`src/hw/hall_seq_pkg.sv`:
```
// constants for the hall sensor conversion sequencer
// assumes a 100 MHz system clock
package hall_seq_pkg;
  localparam int unsigned CLK_MHZ = 100;
  // pulse on the conversion-done pin, ns
  localparam int unsigned DONE_MIN_NS = 1800;
  localparam int unsigned DONE_MAX_NS = 3200;
  localparam int unsigned DONE_NS = 2500;
  localparam int unsigned DONE_CYC = (DONE_NS * CLK_MHZ) / 1000;
  // master read windows, us, kept for the bench
  localparam int unsigned FIRST_READ_MIN_US = 30;
  localparam int unsigned FIRST_READ_MAX_US = 50;
  localparam int unsigned NEXT_READ_MIN_US = 32;
  localparam int unsigned NEXT_READ_MAX_US = 54;
  localparam int unsigned SR_FIRST_READ_MIN_US = 42;
  localparam int unsigned SR_FIRST_READ_MAX_US = 70;
  localparam int unsigned SR_NEXT_READ_MIN_US = 44;
  localparam int unsigned SR_NEXT_READ_MAX_US = 74;
  localparam int unsigned FAST_BUS_MIN_KHZ = 800;
  // per-channel conversion time, cycles
  localparam int unsigned CONV_CYC = 1000;
  // low power periods: 10 Hz and 160 Hz
  localparam int unsigned LP_SLOW_HZ = 10;
  localparam int unsigned LP_FAST_HZ = 160;
  localparam int unsigned LP_SLOW_CYC = CLK_MHZ * 1000000 / LP_SLOW_HZ;
  localparam int unsigned LP_FAST_CYC = CLK_MHZ * 1000000 / LP_FAST_HZ;
  // operating modes
  typedef enum logic [1:0] {
    MODE_POWER_DOWN = 2'h0,
    MODE_MASTER     = 2'h1,
    MODE_LOW_POWER  = 2'h2,
    MODE_FAST       = 2'h3
  } mode_type;
  // channel sets
  typedef enum logic [1:0] {
    CHANS_XYZT = 2'h0,
    CHANS_XYZ  = 2'h1,
    CHANS_XY   = 2'h2
  } chans_type;
  // sequencer states, gray along the conversion path
  typedef enum logic [2:0] {
    ST_IDLE = 3'h0,
    ST_X    = 3'h1,
    ST_Y    = 3'h3,
    ST_Z    = 3'h2,
    ST_T    = 3'h6,
    ST_DONE = 3'h7
  } state_type;
endpackage

```
`src/hw/hall_sensor_conversion_sequencer.sv`:
```
// conversion sequencer of a three-axis hall sensor with its done pulse
// assumes mode and channel set are held stable by the register side;
// the external trigger comes from outside the clock domain
`timescale 1ns/1ps
`default_nettype none
module hall_sensor_conversion_sequencer
#(
  parameter int unsigned LP_SLOW_CYCLES = hall_seq_pkg::LP_SLOW_CYC,
  parameter int unsigned LP_FAST_CYCLES = hall_seq_pkg::LP_FAST_CYC,
  parameter int unsigned CONV_CYCLES    = hall_seq_pkg::CONV_CYC
)
(
  input  wire logic               sys_clk,
  input  wire logic               rst,
  input  wire logic [1:0]         mode,
  input  wire logic [1:0]         channelSet,
  input  wire logic               lowPowerFast,
  input  wire logic               busTrigger,
  input  wire logic               extTriggerPin,
  input  wire logic               doneEnable,
  output logic                    convDone_n,
  output logic                    updateX,
  output logic                    updateY,
  output logic                    updateZ,
  output logic                    updateTemp,
  output logic                    cycleBusy
);
  ////////////////////////////////////////////////////////////////////////
  localparam logic [9:0]  DONE_LEN = 10'(hall_seq_pkg::DONE_CYC);
  // accepted band for the low time of the done pulse, in clock cycles
  localparam logic [9:0]  DONE_LO  =
    10'((hall_seq_pkg::DONE_MIN_NS * hall_seq_pkg::CLK_MHZ) / 1000);
  localparam logic [9:0]  DONE_HI  =
    10'((hall_seq_pkg::DONE_MAX_NS * hall_seq_pkg::CLK_MHZ) / 1000);
  localparam logic [31:0] CONV_LEN = 32'(CONV_CYCLES);

  logic [2:0]  extSync_q;
  logic        extLevel_q;
  logic        extRise;
  logic [31:0] convCnt_q;
  logic [31:0] convCnt_d;
  logic [31:0] lpCnt_q;
  logic [31:0] lpCnt_d;
  logic [9:0]  doneCnt_q;
  logic [9:0]  doneCnt_d;
  logic [9:0]  doneLow_q;
  hall_seq_pkg::state_type state_q;
  hall_seq_pkg::state_type state_d;
  wire         convEnd;
  wire         lpTick;
  wire         startReq;
  wire         isFast;
  wire         lastY;
  wire         lastZ;
  wire [31:0]  lpPeriod;

  ////////////////////////////////////////////////////////////////////////
  // three-stage sampling; second and third must agree
  always_ff @(posedge sys_clk)
  begin
    if (rst)
    begin
      extSync_q  <= 3'h0;
      extLevel_q <= 1'b0;
    end
    else
    begin
      extSync_q <= {extSync_q[1:0], extTriggerPin};
      if (extSync_q[1] == extSync_q[2])
        extLevel_q <= extSync_q[2];
    end
  end
  assign extRise = (extSync_q[1] == extSync_q[2]) && extSync_q[2] && !extLevel_q;

  ////////////////////////////////////////////////////////////////////////
  assign isFast   = (mode == hall_seq_pkg::MODE_FAST);
  assign lpPeriod = lowPowerFast ? 32'(LP_FAST_CYCLES) : 32'(LP_SLOW_CYCLES);
  assign lpTick   = (mode == hall_seq_pkg::MODE_LOW_POWER) && (lpCnt_q == 32'h0);
  // start sources per mode; power down never starts
  assign startReq = isFast
                 || lpTick
                 || ((mode == hall_seq_pkg::MODE_MASTER) && (busTrigger || extRise));
  assign convEnd  = (convCnt_q == CONV_LEN - 32'h1);
  assign lastY    = (channelSet == hall_seq_pkg::CHANS_XY);
  assign lastZ    = (channelSet == hall_seq_pkg::CHANS_XYZ);

  // low power update timer free-runs while in that mode
  always_comb
  begin
    lpCnt_d = lpCnt_q;
    if (mode != hall_seq_pkg::MODE_LOW_POWER || lpCnt_q == 32'h0)
      lpCnt_d = lpPeriod - 32'h1;
    else
      lpCnt_d = lpCnt_q - 32'h1;
  end

  always_comb
  begin
    state_d   = state_q;
    convCnt_d = 32'h0;
    doneCnt_d = doneCnt_q;
    unique case (state_q)
      hall_seq_pkg::ST_IDLE:
        if (startReq)
          state_d = hall_seq_pkg::ST_X;
      hall_seq_pkg::ST_X:
        if (convEnd)
          state_d = hall_seq_pkg::ST_Y;
        else
          convCnt_d = convCnt_q + 32'h1;
      hall_seq_pkg::ST_Y:
        if (convEnd)
          state_d = lastY ? hall_seq_pkg::ST_DONE : hall_seq_pkg::ST_Z;
        else
          convCnt_d = convCnt_q + 32'h1;
      hall_seq_pkg::ST_Z:
        if (convEnd)
          state_d = lastZ ? hall_seq_pkg::ST_DONE : hall_seq_pkg::ST_T;
        else
          convCnt_d = convCnt_q + 32'h1;
      hall_seq_pkg::ST_T:
        if (convEnd)
          state_d = hall_seq_pkg::ST_DONE;
        else
          convCnt_d = convCnt_q + 32'h1;
      hall_seq_pkg::ST_DONE:
        state_d = hall_seq_pkg::ST_IDLE;
      default:
        state_d = hall_seq_pkg::ST_IDLE;
    endcase
    // done pulse start at cycle end, counted down independently
    if (state_q == hall_seq_pkg::ST_DONE && doneEnable)
      doneCnt_d = DONE_LEN;
    else if (doneCnt_q != 10'h0)
      doneCnt_d = doneCnt_q - 10'h1;
  end

  always_ff @(posedge sys_clk)
  begin
    if (rst)
    begin
      state_q   <= hall_seq_pkg::ST_IDLE;
      convCnt_q <= 32'h0;
      lpCnt_q   <= 32'h0;
      doneCnt_q <= 10'h0;
    end
    else
    begin
      state_q   <= state_d;
      convCnt_q <= convCnt_d;
      lpCnt_q   <= lpCnt_d;
      doneCnt_q <= doneCnt_d;
    end
  end

  ////////////////////////////////////////////////////////////////////////
  // outputs registered; updates pulse when a channel result lands
  always_ff @(posedge sys_clk)
  begin
    if (rst)
    begin
      convDone_n <= 1'b1;
      updateX    <= 1'b0;
      updateY    <= 1'b0;
      updateZ    <= 1'b0;
      updateTemp <= 1'b0;
      cycleBusy  <= 1'b0;
    end
    else
    begin
      convDone_n <= (doneCnt_d == 10'h0);
      updateX    <= (state_q == hall_seq_pkg::ST_X) && convEnd;
      updateY    <= (state_q == hall_seq_pkg::ST_Y) && convEnd;
      updateZ    <= (state_q == hall_seq_pkg::ST_Z) && convEnd;
      updateTemp <= (state_q == hall_seq_pkg::ST_T) && convEnd;
      cycleBusy  <= (state_d != hall_seq_pkg::ST_IDLE);
    end
  end

  ////////////////////////////////////////////////////////////////////////
  // low-time counter, used by the width check only; a retriggered pulse shows as too long
  always_ff @(posedge sys_clk)
  begin
    if (rst || convDone_n)
      doneLow_q <= 10'h0;
    else
      doneLow_q <= doneLow_q + 10'h1;
  end

  chk_done_width: assert property (@(posedge sys_clk) disable iff (rst)
    $rose(convDone_n) |-> (doneLow_q >= DONE_LO) && (doneLow_q <= DONE_HI))
    else $error("done pulse width wrong");
  chk_done_source: assert property (@(posedge sys_clk) disable iff (rst)
    $fell(convDone_n) |-> ($past(state_q) == hall_seq_pkg::ST_DONE) && $past(doneEnable))
    else $error("done pulse without cycle end");
  chk_fast_restart: assert property (@(posedge sys_clk) disable iff (rst)
    (state_q == hall_seq_pkg::ST_DONE && isFast) |=> ##1 (state_q == hall_seq_pkg::ST_X))
    else $error("fast mode did not restart");
  chk_trigger_only: assert property (@(posedge sys_clk) disable iff (rst)
    (state_q == hall_seq_pkg::ST_IDLE && !isFast && !lpTick && !busTrigger && !extRise)
      |=> (state_q == hall_seq_pkg::ST_IDLE))
    else $error("cycle started without trigger");
  chk_xyzt_end: assert property (@(posedge sys_clk) disable iff (rst)
    (state_q == hall_seq_pkg::ST_DONE && channelSet == hall_seq_pkg::CHANS_XYZT)
      |-> $past(state_q) == hall_seq_pkg::ST_T)
    else $error("four-channel cycle ended early");
  chk_no_temp: assert property (@(posedge sys_clk) disable iff (rst)
    ((channelSet == hall_seq_pkg::CHANS_XYZ || channelSet == hall_seq_pkg::CHANS_XY)
      && $stable(channelSet)) |-> !updateTemp)
    else $error("temperature updated while disabled");
  chk_planar_noz: assert property (@(posedge sys_clk) disable iff (rst)
    (state_q == hall_seq_pkg::ST_Y && convEnd && lastY) |=> state_q == hall_seq_pkg::ST_DONE)
    else $error("planar cycle went past y");
  chk_master_start: assert property (@(posedge sys_clk) disable iff (rst)
    (state_q == hall_seq_pkg::ST_IDLE && mode == hall_seq_pkg::MODE_MASTER && busTrigger)
      |=> state_q == hall_seq_pkg::ST_X)
    else $error("bus trigger ignored");
  chk_order_xy: assert property (@(posedge sys_clk) disable iff (rst)
    (state_q == hall_seq_pkg::ST_X && convEnd)
      |=> (state_q == hall_seq_pkg::ST_Y && updateX) ##1 !updateX)
    else $error("channel order broken");
endmodule
`default_nettype wire

```
`config.mk`:
```
export PLATFORM = sky130hd
export DESIGN_NAME = hall_sensor_conversion_sequencer
export DESIGN_NICKNAME = d
export VERILOG_FILES = /design/src/hw/hall_seq_pkg.sv /design/src/hw/hall_sensor_conversion_sequencer.sv
export SDC_FILE = /design/constraint.sdc
export NUM_CORES = 1
export LEC_CHECK = 0
export BUFFER_PORTS_ARGS = -buffer_cell sky130_fd_sc_hd__buf_2
export CAP_MARGIN = 40
export CORE_ASPECT_RATIO = 0.6
export CORE_MARGIN = 2
export CORE_UTILIZATION = 45
export CTS_CLUSTER_DIAMETER = 120
export DETAILED_ROUTE_END_ITERATION = 7
export HOLD_SLACK_MARGIN = 0.05
export RECOVER_POWER = 25
export SLEW_MARGIN = 20
export SYNTH_ARGS = -nofsm -noshare
export SYNTH_HDL_FRONTEND = slang
export SYNTH_SLANG_ARGS = --single-unit
```
`constraint.sdc`:
```
create_clock -name sys_clk -period 2.2 [get_ports sys_clk]
set_clock_uncertainty 0.2 [all_clocks]
set_input_delay 0.33 -clock sys_clk [delete_from_list [all_inputs] [get_ports sys_clk]]
set_output_delay 0.33 -clock sys_clk [all_outputs]
set_load 0.02 [all_outputs]
```
Yosys cells after proc, flatten, opt, wreduce, memory -nomap -nowiden
Index checks and enable logic that the tools add are counted.
{ "totals": {"input_bits": 10, "regBits": 87, "elab_cells": 63} }
{ "op_classes": {"muxes": 12, "bitwise": 1, "reduce_logical": 21, "n_eq_ne": 13, "add_sub_neg": 4} }
{ "ops": {"columns": ["operator", "n"], "rows": [
  ["$add A32 B1 Y32 const B", 1],
  ["$eq A32 B10 Y1 const B", 1],
  ["$logic_not A32 Y1", 1],
  ["$mux W32", 1],
  ["$sub A32 B1 Y32 const B", 1],
  ["$sub A24 B1 Y25 const B", 1],
  ["$mux W24", 1],
  ["$mux W10", 2],
  ["$mux W3", 6],
  ["$pmux W3 S5", 1],
  ["$logic_not A10 Y1", 1],
  ["$reduce_bool A10 Y1", 1],
  ["$sub A10 B1 Y10 const B", 1],
  ["$logic_and A1 B1 Y1", 9],
  ["$eq A2 B2 Y1 const B", 3],
  ["$eq A3 B2 Y1 const B", 2],
  ["$eq A3 B3 Y1 const B", 2],
  ["$eq A2 B1 Y1 const B", 2],
  ["$logic_or A1 B1 Y1", 4],
  ["$reduce_or A4 Y1", 1],
  ["$eq A3 B1 Y1 const B", 1],
  ["$logic_not A3 Y1", 1],
  ["$reduce_bool A3 Y1", 1],
  ["$reduce_or A3 Y1", 1],
  ["5 further kinds", 5]
]} }

Depth between registers and ports, before layout
{ "depth": {"depth_word": 9, "depth_mapped": 8, "depth_no_buf": 7} }

Worst setup path after synthesis
Ideal clock, no wire load.
{ "synth_timing": {"path_type": "reg2reg", "start": "reg convCnt_q[0]", "end": "reg cycleBusy", "setup_time_ns": 0.128, "path_stages_with_launch": 7, "slack_ns": 0.168, "n_path_buf": 0, "t_arrival_ns": 1.705, "required_ns": 1.872, "path_cell_list": "dfxtp_1 > ha_1 > nand2_1 > or2_2 > or4_4 > mux2i_1 > nand3b_1"} }
{ "synth_via": {"elab_chain_cells": 4, "word_cells_on_any_way": 7} }
{ "synth_lines": {"columns": ["item", "line", "rtl"], "rows": [
  ["start, declared", "hall_sensor_conversion_sequencer.sv:40", "logic [31:0] convCnt_q;"],
  ["start signal, assigned", "hall_sensor_conversion_sequencer.sv:150", "convCnt_q <= convCnt_d;"],
  ["$eq A32 B10 Y1 (*)", "hall_sensor_conversion_sequencer.sv:83", "assign convEnd = (convCnt_q == CONV_LEN - 32'h1);"],
  ["$mux W3 (on tied branches)", null, null],
  ["$pmux W3 S5 (*)", "hall_sensor_conversion_sequencer.sv:102", "unique case (state_q)"],
  ["$reduce_bool A3 Y1 (*)", "hall_sensor_conversion_sequencer.sv:176", "cycleBusy <= (state_d != hall_seq_pkg::ST_IDLE);"],
  ["end signal, assigned", "hall_sensor_conversion_sequencer.sv:176", null],
  ["end, declared", "hall_sensor_conversion_sequencer.sv:26", "output logic cycleBusy"]
]} }
Mark *: on every way between the ends. The rest lies on a longest branch, timed or not.
A chain may end at the register's enable or synchronous reset.

Final worst setup path
{ "layout_timing": {"start": "reg convCnt_q[27]", "end": "reg cycleBusy"} }
Same word-level chain as after synthesis.

==> flow_summary.toml <==
[clock_network]
clk_latency_ns = 0.34
ctsRootBufferMaster = "clkbuf_16"
clock_path_buffers = 2
h-tree-depth = 3
cts_buffers = 9
clkSinkCount = 87
path_clk_slew_ns = 0.06
cts_tree = "yes"

[synthesis]
syn_nets = 469
async_flop_share = 0
syn_inst = 454
synth-edff-count = 0
ys_ff_latch = 87
avgSynthCellArea_um2 = 8.77
yosysWarnings = 0
yosysSeqAreaShare = 0.437
synth_ff_type = "dfxtp_1"
synth_area_mm2 = 0.00398
synth.top_cell.area_share = 0.437
synthDistinctLibCells = 50
yosys.area.top_type = "dfxtp_1"
synthTopCellsByArea = "dfxtp_1 44%, xnor2_1 7.0%, nor2_1 5.8%"

[drt]
viasPerCell = 5.40
drt_iter0_markers = 167
routed_wirelength_um = 8500
vias = 3275
drt_pass1_iterations = 4
drc_errors = 0
wl_per_cell_um = 14.0
ant_nets = 0

[setup_path]
crit_start = "convCnt_q[27]"
path_max_fanout = 4
cp-start-kind = "flip-flop"
worstPathArrival_ns = 2.17
r2r_start = "convCnt_q[27]"
cp-end-kind = "flip-flop"
r2r_slack_ns = 0.04
crit_type = "flip-flop to flip-flop"
crit_required_ns = 2.21

[power]
intPower_w = 0.00319
ir_drop_mv = 0.643
switching_power_w = 0.00118
power_frac_comb = 0.186
switching_share = 0.270
finalPower_w = 0.00437
clockPowerShare = 0.404
power.share.sequential = 0.409
p_per_area_mw_per_mm2 = 927
p_leak_nw = 1.67

[final_layout]
final_util = 0.551
layout-drive-gt1-share = 0.134
nets = 504
diodes = 0
n_fill_cell = 800
area_growth_pct = 18.3
final-instance-count-excl-fill = 606

[global_route]
grt_usage = 0.183
grt_pass1_vias = 2934
grtUsageMet2 = 0.242
met3_usage = 0.0502
grt_max_degree = 33
use_met1 = 0.283
grt_pass1_wl_um = 14300
antenna_found_initial = 0
gr-total-overflow = 0
grt-busiest-layer = "met1"

[die]
die_w_um = 125
core_area_mm2 = 0.00856
die_area_mm2 = 0.00965
io_pins = 16
rows = 26
start_util = 0.466
die_h_um = 76.9

[timing]
rsz0062_at_grt = "true"
final_max_slew_viol_count = 0
setup_violations = 0
finalHoldViolCount = 0
period_needed_ns = 2.16
max-slew-margin-rel = 0.568
post-route-period-util = 0.980
tightest_slew_ns = 0.649
whs_ns = 0.0943
fmax_ghz = 0.464

[worst_hold_path]
min_path_type = "input pin to flip-flop"
hp-start = "channelSet[1]"

[status]
status = "complete, no violations"

[placement]
place_inst = 587
hpwlAfterDp_um = 6050
place_congestion = 0.846
port_buffers = 15

[flow_run]
drv_cap = 0
power groups by stage:
stage | Combinational (W) | Sequential (W) | Clock (W)
finish | 0.000815 | 0.00179 | 0.00177
global route | 0.000910 | 0.00180 | 0.00188
floorplan | 0.000609 | 0.00180 | 0
detailed placement | 0.000808 | 0.00182 | 0
global placement | 0.000808 | 0.00181 | 0
CTS | 0.000818 | 0.00178 | 0.00181
path summary, 6_finish.rpt:
check                                     to  depth (start not counted)
worst max-delay path               cycleBusy                          5
worst min-delay path              state_q[2]                          3
worst max register to register     cycleBusy                          5
worst min register to register  convCnt_q[0]                          1
worst max-delay path, cell delays in order, from the launching register on:
cell and delay (ns):
dfxtp_1 0.36, nor4_1 0.43, nand4_1 0.23, or4_4 0.49
mux2i_2 0.23, nand3b_1 0.10
stage by stage:
| stage | setup TNS (ns) | area (um2) | setup WS, ns |
|---|---|---|---|
| finish | 0 | 4710 | 0.0430 |
| global route | -0.00717 | 4710 | -0.00502 |
| CTS | 0 | 4670 | 0.00212 |
| detailed placement | 0 | 4310 | 0.0244 |
| global placement | 0 | 4310 | 0.0834 |
| floorplan | 0 | 3980 | 0.168 |
state kept, by name, summed over array words and instances, names as in the netlist:
signal      count
convCnt_q      32
lpCnt_q        32
doneCnt_q      10
extSync_q       3
state_q         3
convDone_n      1
cycleBusy       1
extLevel_q      1
updateTemp      1
updateX         1
updateY         1
updateZ         1
kinds of logic after synthesis:
logic type               count (synthesis)  share of synthesized area
AND/OR/NAND/NOR                        220                      0.293
flip-flops                              87                      0.437
XOR/XNOR                                58                      0.128
AO/OA/AOI/OAI                           51                     0.0848
buffers and inverters                   29                     0.0320
adder cells (fa/ha/maj)                  5                     0.0157
multiplexers                             4                     0.0101
cell usage after synthesis (3+ instances only):
master,n
and3_1,9
nand4_1,16
or3_1,12
nor2_1,62
buf_2,3
nand3_1,17
ha_1,5
a31oi_1,3
xor2_1,26
xnor2_1,32
inv_1,14
nor2b_1,8
nor4_2,3
nand2b_1,3
o21a_1,3
dfxtp_1,87
nor3_1,27
o21ai_0,4
nor4_1,20
a21oi_1,26
nand2_1,26
clkbuf_1,9
mux2i_1,4
cells in the final DEF, fill, tap and decap left out, types with 3 or more instances in the layout:
| cell type | count |
|---|---|
| dfxtp_1 | 86 |
| nor2_1 | 62 |
| xnor2_1 | 32 |
| nor3_1 | 27 |
| xor2_1 | 26 |
| nand2_1 | 26 |
| a21oi_1 | 26 |
| buf_4 | 19 |
| nand3_1 | 17 |
| nor4_1 | 16 |
| nand4_1 | 16 |
| inv_1 | 14 |
| or3_1 | 12 |
| and3_1 | 9 |
| clkbuf_16 | 9 |
| buf_2 | 9 |
| nor2b_1 | 8 |
| clkbuf_1 | 8 |
| nor4_2 | 7 |
| o21ai_0 | 4 |
| mux2i_1 | 3 |
| nand2b_1 | 3 |
| a31oi_1 | 3 |
| o21a_1 | 3 |
| ha_1 | 3 |
| bufinv_16 | 3 |
what timing repair did:
item,4_1_cts,5_1_grt
endpoints found under the hold margin,1,0
gates resized for setup,0,10
hold buffers,1,0
endpoints found under the setup margin,0,26
buffers inserted,0,2
layer usage:
layer / part of all wire / up-vias / wire, um
met1: 0.54 / 1520 / 4610
met2: 0.40 / 70 / 3380
met5: 0 / - / 0
li1: - / 1675 / -
met4: 0.012 / 0 / 106
met3: 0.048 / 10 / 407
final cells by class:
cell class / instances / area [um2] / area share
inverters: 14 / 52.6 / 0.0112
clock buffers: 10 / 239 / 0.0507
multi-input cells: 338 / 2150 / 0.457
well taps: 112 / 140 / 0.0297
flip-flops and latches: 87 / 1740 / 0.370
clock inverters: 6 / 115 / 0.0244
repair buffers: 39 / 268 / 0.0568
Power figures use the tool's default switching activity.
